### src/hw/dacwd_regs.vh
// Summary of operation
// [RULE1] plain word is exactly 24 bits
// [RULE2] check mode: 32 bits, last eight check
// [RULE3] msb first: rw, unit, class, channel, data
// [RULE4] act only when unit bits match straps
// [RULE5] class 000 data, 110 clear, 111 control
// [RULE6] control class decodes a further data field
// [RULE7] channel bits pick A to D
// [RULE8] class 010 writes channel gain trim
// [RULE9] class 011 writes gain on all channels
// [RULE10] gain straight binary, resets to all ones
// [RULE11] host keeps gain trim near half range
// [RULE12] class 100 writes channel offset trim
// [RULE13] class 101 writes offset on all channels
// [RULE14] offset midpoint means zero, resets midpoint
// [RULE15] per channel clear code, resets to zero
// [RULE16] clear loads code only on enabled channels
// [RULE17] data write starts 200 us calibration
// [RULE18] control target field sits at D15 to D13
// [RULE19] commit only after complete closed frame
`ifndef DACWD_REGS_VH
`define DACWD_REGS_VH

// ==========================================================
// word layout
`define DACWD_LEN_PLAIN     6'h18
`define DACWD_LEN_CHECKED   6'h20
`define DACWD_POS_RW        23
`define DACWD_POS_UNIT_HI   22
`define DACWD_POS_UNIT_LO   21
`define DACWD_POS_CLASS_HI  20
`define DACWD_POS_CLASS_LO  18
`define DACWD_POS_CHAN_HI   17
`define DACWD_POS_CHAN_LO   16
`define DACWD_POS_CTRL_HI   15
`define DACWD_POS_CTRL_LO   13

// ==========================================================
// register classes
`define DACWD_CLS_DATA      3'h0
`define DACWD_CLS_GAIN      3'h2
`define DACWD_CLS_GAIN_ALL  3'h3
`define DACWD_CLS_OFS       3'h4
`define DACWD_CLS_OFS_ALL   3'h5
`define DACWD_CLS_CLEAR     3'h6
`define DACWD_CLS_CTRL      3'h7
`define DACWD_CTRL_DAC      3'h2

// ==========================================================
// dac control bits kept by this block
`define DACWD_POS_OUTPUT_DRIVE_ENABLE     6
`define DACWD_POS_CLR_EN    5

// ==========================================================
// trim memory map: kind in addr[3:2], channel in addr[1:0]
`define DACWD_KIND_GAIN     2'h0
`define DACWD_KIND_OFS      2'h1
`define DACWD_KIND_CLEAR    2'h2

// ==========================================================
// reset values
`define DACWD_RST_GAIN      16'hFFFF
`define DACWD_RST_OFS       16'h8000
`define DACWD_RST_CLEAR     16'h0000
`define DACWD_RST_CODE      16'h0000

// ==========================================================
// timing
`define DACWD_CLK_PERIOD_NS 100
`define DACWD_CAL_TIME_NS   200000

`endif

### src/hw/dacwd_sync.v
`timescale 1ns/1ps
module dacwd_sync #(
    parameter W = 1
) (
    // clock and reset
    input  wire         clk_i,
    input  wire         rst_i,
    // levels
    input  wire [W-1:0] d_i,
    output reg  [W-1:0] q_o
);
    reg [W-1:0] stage1;

    always @(posedge clk_i or posedge rst_i) begin
        if (rst_i) begin
            stage1 <= {W{1'b0}};
            q_o    <= {W{1'b0}};
        end else begin
            stage1 <= d_i;
            q_o    <= stage1;
        end
    end
endmodule

### src/hw/dacwd_mem.v
`timescale 1ns/1ps
`include "dacwd_regs.vh"
module dacwd_mem #(
    parameter DW = 16,
    parameter AW = 4
) (
    // clock and reset
    input  wire          clk_i,
    input  wire          rst_i,
    // write port
    input  wire          we_i,
    input  wire [AW-1:0] waddr_i,
    input  wire [DW-1:0] wdata_i,
    // read port
    input  wire          re_i,
    input  wire [AW-1:0] raddr_i,
    output reg  [DW-1:0] rdata_o
);
    reg [DW-1:0] mem [0:(1<<AW)-1];

    // kind sits in the upper address bits
    function [DW-1:0] rst_val;
        input [1:0] kind;
        begin
            if (kind == `DACWD_KIND_GAIN)
                rst_val = `DACWD_RST_GAIN;    // [RULE10]
            else if (kind == `DACWD_KIND_OFS)
                rst_val = `DACWD_RST_OFS;     // [RULE14]
            else
                rst_val = `DACWD_RST_CLEAR;   // [RULE15]
        end
    endfunction

    genvar g;
    generate
        for (g = 0; g < (1<<AW); g = g + 1) begin : word
            localparam [AW-1:0] ADDR = g;
            always @(posedge clk_i or posedge rst_i) begin
                if (rst_i)
                    mem[g] <= rst_val(ADDR[AW-1:AW-2]);
                else if (we_i && waddr_i == ADDR)
                    mem[g] <= wdata_i;
            end
        end
    endgenerate

    // read before write on a same-address collision
    always @(posedge clk_i or posedge rst_i) begin
        if (rst_i)
            rdata_o <= {DW{1'b0}};
        else if (re_i)
            rdata_o <= mem[raddr_i];
    end
endmodule

### src/hw/dacwd_top.v
`timescale 1ns/1ps
`include "dacwd_regs.vh"
module dacwd_top #(
    parameter DW = 16,
    parameter NCH = 4
) (
    // clock and reset
    input  wire            core_clk_i,
    input  wire            rst_i,
    // serial link pins
    input  wire            sclk_i,
    input  wire            sdin_i,
    input  wire            sync_n_i,
    // strap and clear pins
    input  wire            strap_pin_hi_i,
    input  wire            strap_pin_lo_i,
    input  wire            clear_i,
    // configuration
    input  wire            packet_check_en_i,
    // trim read port
    input  wire            trim_rd_i,
    input  wire [3:0]      trim_addr_i,
    output reg  [DW-1:0]   trim_data_o,
    output reg             trim_valid_o,
    // channel outputs
    output reg  [NCH*DW-1:0] dac_code_o,
    output reg  [NCH-1:0]  output_drive_enable_o,
    output reg  [NCH-1:0]  clear_enable_o,
    output reg  [NCH-1:0]  cal_busy_o,
    // frame status
    output reg  [7:0]      packet_check_code_o,
    output reg             frame_ok_o,
    output reg             frame_err_o
);
    // ==========================================================
    // constants
    localparam integer CAL_CYC_I =
        (`DACWD_CAL_TIME_NS + `DACWD_CLK_PERIOD_NS - 1) /
        `DACWD_CLK_PERIOD_NS;
    localparam [11:0] CAL_CYC = CAL_CYC_I[11:0];

    // ==========================================================
    // pin synchronisers
    wire [5:0] pin_raw;
    wire [5:0] pin_s;
    wire       s_sclk;
    wire       s_sdin;
    wire       s_sync_n;
    wire       s_strap_lo;
    wire       s_strap_hi;
    wire       s_clear;

    // frame pin travels inverted so a reset chain reads it idle high
    assign pin_raw = {clear_i, strap_pin_hi_i, strap_pin_lo_i,
                      ~sync_n_i, sdin_i, sclk_i};

    dacwd_sync #(
        .W (6)
    ) u_sync (
        .clk_i (core_clk_i),
        .rst_i (rst_i),
        .d_i   (pin_raw),
        .q_o   (pin_s)
    );

    assign s_sclk     = pin_s[0];
    assign s_sdin     = pin_s[1];
    assign s_sync_n   = ~pin_s[2];
    assign s_strap_lo = pin_s[3];
    assign s_strap_hi = pin_s[4];
    assign s_clear    = pin_s[5];

    // ==========================================================
    // edge detection on synchronised levels
    reg sclk_d;
    reg sync_n_d;
    reg clear_d;

    always @(posedge core_clk_i or posedge rst_i) begin
        if (rst_i) begin
            sclk_d   <= 1'b0;
            sync_n_d <= 1'b1;
            clear_d  <= 1'b0;
        end else begin
            sclk_d   <= s_sclk;
            sync_n_d <= s_sync_n;
            clear_d  <= s_clear;
        end
    end

    wire sclk_fall   = sclk_d & ~s_sclk;
    wire frame_start = sync_n_d & ~s_sync_n;
    wire frame_end   = ~sync_n_d & s_sync_n;
    // a held clear level does not clear again; only a new rise
    wire clear_rise  = s_clear & ~clear_d;

    // ==========================================================
    // shift register, msb first on falling serial clock
    reg  [31:0] shreg;
    reg  [5:0]  bitcnt;
    wire [5:0]  base_cnt = frame_start ? 6'h00 : bitcnt;

    always @(posedge core_clk_i or posedge rst_i) begin
        if (rst_i) begin
            shreg  <= 32'h0000_0000;
            bitcnt <= 6'h00;
        end else if (~s_sync_n && sclk_fall) begin
            shreg <= {shreg[30:0], s_sdin};              // [RULE3]
            // saturate so an overlong frame never wraps to a match
            if (base_cnt != 6'h3F)
                bitcnt <= base_cnt + 6'h01;
            else
                bitcnt <= base_cnt;
        end else if (frame_start) begin
            bitcnt <= 6'h00;
        end
    end

    // ==========================================================
    // frame decode
    wire [5:0]  exp_len = packet_check_en_i ? `DACWD_LEN_CHECKED
                                            : `DACWD_LEN_PLAIN;
    wire [23:0] payload = packet_check_en_i ? shreg[31:8]
                                            : shreg[23:0];
    wire        len_ok  = (bitcnt == exp_len);         // [RULE1] [RULE2]
    wire        rw_bit  = payload[`DACWD_POS_RW];
    wire [1:0]  unit    = payload[`DACWD_POS_UNIT_HI:`DACWD_POS_UNIT_LO];
    wire [2:0]  cls     = payload[`DACWD_POS_CLASS_HI:`DACWD_POS_CLASS_LO];
    wire [1:0]  chan    = payload[`DACWD_POS_CHAN_HI:`DACWD_POS_CHAN_LO];
    wire [2:0]  ctrl    = payload[`DACWD_POS_CTRL_HI:`DACWD_POS_CTRL_LO];
    wire [15:0] data    = payload[15:0];
    // straps are read live; move them only between frames
    wire        unit_ok = (unit == {s_strap_hi, s_strap_lo}); // [RULE4]
    // reads are not served here, so only writes act
    wire        act     = frame_end & len_ok & ~rw_bit & unit_ok; // [RULE19]

    function [3:0] chan_onehot;
        input [1:0] c;
        begin
            chan_onehot = 4'h1 << c;                     // [RULE7]
        end
    endfunction

    wire [3:0] chan_sel = chan_onehot(chan);
    wire       do_data  = act && (cls == `DACWD_CLS_DATA);  // [RULE5]
    wire       do_dctl  = act && (cls == `DACWD_CLS_CTRL) &&
                          (ctrl == `DACWD_CTRL_DAC);   // [RULE6] [RULE18]
    wire [3:0] cal_start = do_data ? chan_sel : 4'h0;  // [RULE17]

    // ==========================================================
    // trim write sequencer; broadcast walks all channels
    reg        wr_active;
    reg        wr_all;
    reg [1:0]  wr_kind;
    reg [1:0]  wr_ch;
    reg [15:0] wr_data;
    reg [1:0]  next_kind;
    reg        next_all;
    reg        next_mem;

    always @* begin
        next_kind = `DACWD_KIND_GAIN;
        next_all  = 1'b0;
        next_mem  = 1'b1;
        case (cls)
            `DACWD_CLS_GAIN: begin                        // [RULE8]
                next_kind = `DACWD_KIND_GAIN;
            end
            `DACWD_CLS_GAIN_ALL: begin                    // [RULE9]
                next_kind = `DACWD_KIND_GAIN;
                next_all  = 1'b1;
            end
            `DACWD_CLS_OFS: begin                         // [RULE12]
                next_kind = `DACWD_KIND_OFS;
            end
            `DACWD_CLS_OFS_ALL: begin                     // [RULE13]
                next_kind = `DACWD_KIND_OFS;
                next_all  = 1'b1;
            end
            `DACWD_CLS_CLEAR: begin                       // [RULE5]
                next_kind = `DACWD_KIND_CLEAR;
            end
            default: begin
                next_mem = 1'b0;
            end
        endcase
    end

    always @(posedge core_clk_i or posedge rst_i) begin
        if (rst_i) begin
            wr_active <= 1'b0;
            wr_all    <= 1'b0;
            wr_kind   <= 2'h0;
            wr_ch     <= 2'h0;
            wr_data   <= 16'h0000;
        end else if (act && next_mem) begin
            wr_active <= 1'b1;
            wr_all    <= next_all;
            wr_kind   <= next_kind;
            wr_ch     <= next_all ? 2'h0 : chan;
            wr_data   <= data;
        end else if (wr_active) begin
            if (!wr_all || wr_ch == 2'h3)
                wr_active <= 1'b0;
            else
                wr_ch <= wr_ch + 2'h1;
        end
    end

    // ==========================================================
    // read arbitration: clear sweep before trim reads
    reg        clr_active;
    reg [1:0]  clr_ch;
    reg        rd_clr;
    reg        rd_trim;
    reg [1:0]  rd_ch;
    wire       trim_go = trim_rd_i & ~clr_active;
    wire       mem_re  = clr_active | trim_go;
    reg  [3:0] mem_raddr;
    wire [15:0] mem_rdata;

    // a trim read that meets the sweep is dropped, not queued
    always @* begin
        if (clr_active)
            mem_raddr = {`DACWD_KIND_CLEAR, clr_ch};
        else
            mem_raddr = trim_addr_i;
    end

    dacwd_mem #(
        .DW (DW),
        .AW (4)
    ) u_mem (
        .clk_i   (core_clk_i),
        .rst_i   (rst_i),
        .we_i    (wr_active),
        .waddr_i ({wr_kind, wr_ch}),
        .wdata_i (wr_data),
        .re_i    (mem_re),
        .raddr_i (mem_raddr),
        .rdata_o (mem_rdata)
    );

    always @(posedge core_clk_i or posedge rst_i) begin
        if (rst_i) begin
            clr_active <= 1'b0;
            clr_ch     <= 2'h0;
            rd_clr     <= 1'b0;
            rd_trim    <= 1'b0;
            rd_ch      <= 2'h0;
        end else begin
            rd_clr  <= clr_active;
            rd_trim <= trim_go;
            rd_ch   <= clr_ch;
            if (clear_rise) begin
                clr_active <= 1'b1;
                clr_ch     <= 2'h0;
            end else if (clr_active) begin
                if (clr_ch == 2'h3)
                    clr_active <= 1'b0;
                clr_ch <= clr_ch + 2'h1;
            end
        end
    end

    always @(posedge core_clk_i or posedge rst_i) begin
        if (rst_i) begin
            trim_data_o  <= 16'h0000;
            trim_valid_o <= 1'b0;
        end else begin
            trim_valid_o <= rd_trim;
            if (rd_trim)
                trim_data_o <= mem_rdata;
        end
    end

    // ==========================================================
    // output codes and dac control bits
    integer i;

    always @(posedge core_clk_i or posedge rst_i) begin
        if (rst_i) begin
            dac_code_o            <= {NCH{`DACWD_RST_CODE}};
            output_drive_enable_o <= {NCH{1'b0}};
            clear_enable_o        <= {NCH{1'b0}};
        end else begin
            for (i = 0; i < NCH; i = i + 1) begin
                if (do_data && chan_sel[i])
                    dac_code_o[i*DW +: DW] <= data;
                if (do_dctl && chan_sel[i]) begin
                    output_drive_enable_o[i] <= data[`DACWD_POS_OUTPUT_DRIVE_ENABLE];
                    clear_enable_o[i]        <= data[`DACWD_POS_CLR_EN];
                end
                // clear load last so it wins over a data write
                if (rd_clr && rd_ch == i[1:0] && clear_enable_o[i])
                    dac_code_o[i*DW +: DW] <= mem_rdata;   // [RULE16]
            end
        end
    end

    // ==========================================================
    // frame status
    always @(posedge core_clk_i or posedge rst_i) begin
        if (rst_i) begin
            frame_ok_o          <= 1'b0;
            frame_err_o         <= 1'b0;
            packet_check_code_o <= 8'h00;
        end else begin
            // a refused word still reports its framing
            frame_ok_o  <= frame_end & len_ok;
            frame_err_o <= frame_end & ~len_ok;            // [RULE19]
            // check code is passed on, not verified here
            if (frame_end && len_ok && packet_check_en_i)
                packet_check_code_o <= shreg[7:0];         // [RULE2]
        end
    end

    // ==========================================================
    // calibration timers, one per channel
    genvar g;
    generate
        for (g = 0; g < NCH; g = g + 1) begin : cal
            reg  [11:0] cnt;
            reg  [11:0] next_cnt;
            // a rewrite while busy restarts the full wait
            always @* begin
                if (cal_start[g])
                    next_cnt = CAL_CYC;
                else if (cnt != 12'h000)
                    next_cnt = cnt - 12'h001;
                else
                    next_cnt = 12'h000;
            end
            always @(posedge core_clk_i or posedge rst_i) begin
                if (rst_i) begin
                    cnt           <= 12'h000;
                    cal_busy_o[g] <= 1'b0;
                end else begin
                    cnt           <= next_cnt;          // [RULE17]
                    cal_busy_o[g] <= (next_cnt != 12'h000);
                end
            end
        end
    endgenerate
endmodule

### config.mk
export PLATFORM = sky130hd
export DESIGN_NAME = dacwd_top
export DESIGN_NICKNAME = d
export VERILOG_FILES = /design/src/hw/dacwd_sync.v /design/src/hw/dacwd_mem.v /design/src/hw/dacwd_top.v
export VERILOG_INCLUDE_DIRS = /design/src /design/src/hw
export SDC_FILE = /design/constraint.sdc
export NUM_CORES = 1
export LEC_CHECK = 0
export BUFFER_PORTS_ARGS = -buffer_cell sky130_fd_sc_hd__buf_2
export CORE_ASPECT_RATIO = 1.5
export CORE_MARGIN = 2
export CORE_UTILIZATION = 45
export DETAILED_ROUTE_END_ITERATION = 10
export SYNTH_ARGS = -nofsm -noshare
export SYNTH_HDL_FRONTEND = slang
export SYNTH_HIERARCHICAL = 1
export SYNTH_SLANG_ARGS = --single-unit
### constraint.sdc
create_clock -name core_clk_i -period 17.5 [get_ports core_clk_i]
set_clock_uncertainty 0.1 [all_clocks]
set_input_delay 0.875 -clock core_clk_i [delete_from_list [all_inputs] [get_ports core_clk_i]]
set_output_delay 0.875 -clock core_clk_i [all_outputs]
set_load 0.01 [all_outputs]
==> summary.md <==
| Metric | Value |
|---|---|
| Vias per cell | `between 5 and 6` |
| Hold_sp | `u_sync/stage1[2]` |
| Max VDD drop | `around 0.077 mV` |
| DRT iter0 DRCs | `855` |
| Post-route ant nets | `0` |
| Vias | `between 15k and 20k` |
| Placer congestion estimate | `a little under 0.9` |
| Max-cap violations | `0` |
| Clock Path Buffers | `3` |
| First-pass GRT wire length | `94100 um` |
| Worst R2R End | `dac_code_o[35]` |
| # clock sinks | `just over 500` |
| Overall routing resource usage | `23.0%` |
| Clock-pin slew on the worst setup and hold paths | `0.06 ns` |
| Finished Layout Cells | `2632` |
| Worst r2r path cells | `5` |
| Largest net degree at the start of global routing | `~110` |
| Area grow syn2layout | `12.0%` |
| Critical path fanouts, max | `between 40 and 50` |
| Max-slew violations | `0` |
| Initial antenna violation count | `0` |
| Worst Hold End | `u_sync/q_o[2]` |
| CTS Buf Count | `49` |
| Startpoint types | `primary input` |
| Die area | `between 0.05 and 0.06 mm^2` |
| # placed instances | `~2.5k` |
| Leakage | `12.1 nW` |
| Vias in the first global route | `16.0k` |
| DRC violations left | `0` |
| Post CTS Setup Buffer Count | `0` |
| Pre-Repair DR Iteration Count | `5` |
| R2R setup slack | `around 14 ns` |
| Syn nets | `between 1.5k and 2k` |
| Final Instance Area | `0.0260 mm^2` |
| Arrival time of the worst setup path | `between 4 and 5 ns` |
| CTS Hold Buffers Added | `0` |
| Fin nets | `between 1.5k and 2k` |
| Setup TNS Final | `0 ns` |
| Post-synth top flop | `dfrtp_1` |
| Period utilization | `a little under a quarter` |
| Post-DR wirelength/cell | `about 23 um` |
| Clock latency on the worst-skew pair | `roughly 0.57 ns` |
| Crit end category | `flop` |
| Number of synthesis warnings | `6` |
| Sequential area share after synthesis | `between 50 and 60%` |
| Setup CP Type | `in -> reg` |
| EDFF count, synth | `0` |
| IO Port Bufs | `roughly 120` |
| Most frequent cells in the layout | `dfrtp_1 (436), mux2_2 (272), nand2_1 (174)` |
| H-tree levels | `2` |
| Post-synthesis cell type count | `70` |
| Synthesized area | `around 0.023 mm^2` |
| Tmin final | `3.96 ns` |
| Die Ht | `about 280 um` |
| Clock root cell | `clkbuf_16` |
| CTS tree | `yes` |
| Power Total | `roughly 2.7 mW` |
| FF-to-FF Start | `shreg[20]` |
| Worst-margin pin slew | `around 1.3 ns` |
| Rows | `102` |
| Mapped Cells | `about 1.8k` |
| Initial Utilization | `45.3%` |
| Post-CTS Resized | `0` |
| Drt total wl | `slightly above 60000 um` |
| Hold Crit Depth | `0` |
| Post-DP HPWL | `approximately 40000 um` |
| Filler cells | `approximately 4.5k` |
| Share of cells above drive strength 1 | `33.5%` |
| Final hold vios | `0` |
| RSZ-0062 raised after global routing | `no` |
| Area of placed instances | `0.0244 mm^2` |
| Rel. slew slack | `approximately an eighth` |
| Top Ports | `approximately 120` |
| Status | `completed` |
| Final Setup Violations | `0` |
| N_diodes | `0` |
| Fmax | `252 MHz` |
| Min-delay worst type | `reg -> reg` |
| Syn avg cell area | `about 13 um^2` |
| Power density over cell area | `about 100 mW/mm^2` |
| Commonest non-fill, non-tap cell in the layout | `dfrtp_1` |
| Remaining Overflow, GRT | `0` |
| Die width | `approximately 190 um` |
| Synthesized flop and latch total | `505` |
| Core area | `roughly 0.051 mm^2` |
| Req. time, crit path | `about 18 ns` |
| Fraction of registers with async set/reset | `100%` |
flip-flops by register name, indices dropped and copies added, names as in the netlist, 4 cells and up:
register / flops
u_sync/stage1: 6
u_sync/q_o: 6
packet_check_code_o: 8
cal.cnt: 48
output_drive_enable_o: 4
cal_busy_o: 4
trim_data_o: 16
u_mem/mem: 256
wr_data: 16
bitcnt: 6
dac_code_o: 64
clear_enable_o: 4
u_mem/rdata_o: 16
shreg: 32
per-layer routing:
metal | wire (um) | track usage [%] | up-vias
li1 | - | - | 6840
met1 | 23700 | 27.4 | 7891
met2 | 31400 | 41.0 | 378
met3 | 2450 | 3.20 | 131
met4 | 2880 | 10.7 | 0
met5 | 0 | 0 | -
worst max path at each step:
stage / to / slack, ns / start / cells after the start
4_1_cts: dac_code_o[35] / 13.62 / packet_check_en_i / 7
2_1_floorplan: u_mem/mem[0] / 9.14 / rst_i / 1
5_1_grt: dac_code_o[36] / 13.32 / packet_check_en_i / 7
6_report: dac_code_o[35] / 13.54 / packet_check_en_i / 7
3_5_place_dp: dac_code_o[35] / 13.03 / packet_check_en_i / 7
3_3_place_gp: dac_code_o[36] / 13.16 / packet_check_en_i / 8
cell families (layout without fill, tap and decap cells):
group                    after synthesis  in the layout  share of synthesized area, %
flip-flops                           505            505                          54.7
AO/OA/AOI/OAI                        192            192                          6.01
multiplexers                         428            428                          23.7
adder cells (fa/ha/maj)               11             11                         0.592
AND/OR/NAND/NOR                      516            516                          10.8
XOR/XNOR                              34             34                          1.28
buffers and inverters                155            270                          2.99
stage by stage:
| stage | util (%) | setup WS, ns | hold slack (ns) |
|---|---|---|---|
| floorplan | - | 9.14 | 0.231 |
| global placement | 47.5 | 13.16 | 0.234 |
| detailed placement | 47.5 | 13.03 | 0.240 |
| CTS | 50.8 | 13.62 | 0.255 |
| global route | 50.8 | 13.32 | 0.259 |
| finish | 50.8 | 13.54 | 0.253 |
cell type report:
cell class                      count  area, um^2  area share [%]
Timing Repair Buffer              148         821            3.15
Clock inverter                     16         191           0.735
Tap cell                          676         846            3.25
Multi-Input combinational cell   1181        9860            37.9
Clock buffer                       76        1470            5.65
Sequential cell                   505       12700            48.9
Inverter                           30         128           0.490
worst max-delay path: stages:
cell and delay [ns]:
buf_2 0.10, buf_4 0.25, nor3_1 0.70, nor2_1 0.16, or4_1 0.76, nor3_1 1.14
a211oi_1 0.22
synthesized netlist by cell type, types with 13 or more instances:
cell	count	share of area, %
mux2i_1	33	1.4
a21oi_1	14	0.30
mux2_1	59	2.9
xnor2_1	25	0.94
inv_1	28	0.45
nor3_1	71	1.5
nor4_1	13	0.35
o21ai_1	20	0.43
nand2_1	174	2.8
mux2_2	272	13
nor2_1	139	2.2
o22ai_1	18	0.48
buf_2	42	0.90
mux4_2	64	6.2
dfrtp_1	436	47
dfstp_2	69	7.8
a211oi_1	48	1.5
a221oi_1	17	0.64
clkbuf_1	60	0.97
o41ai_1	23	0.87
power breakdown:
group / switching, mW / internal (mW)
registers: 0.0904 / 1.22
logic: 0.201 / 0.133
clock network: 0.452 / 0.638
total: 0.744 / 1.99
(Power assumes the default switching activity.)
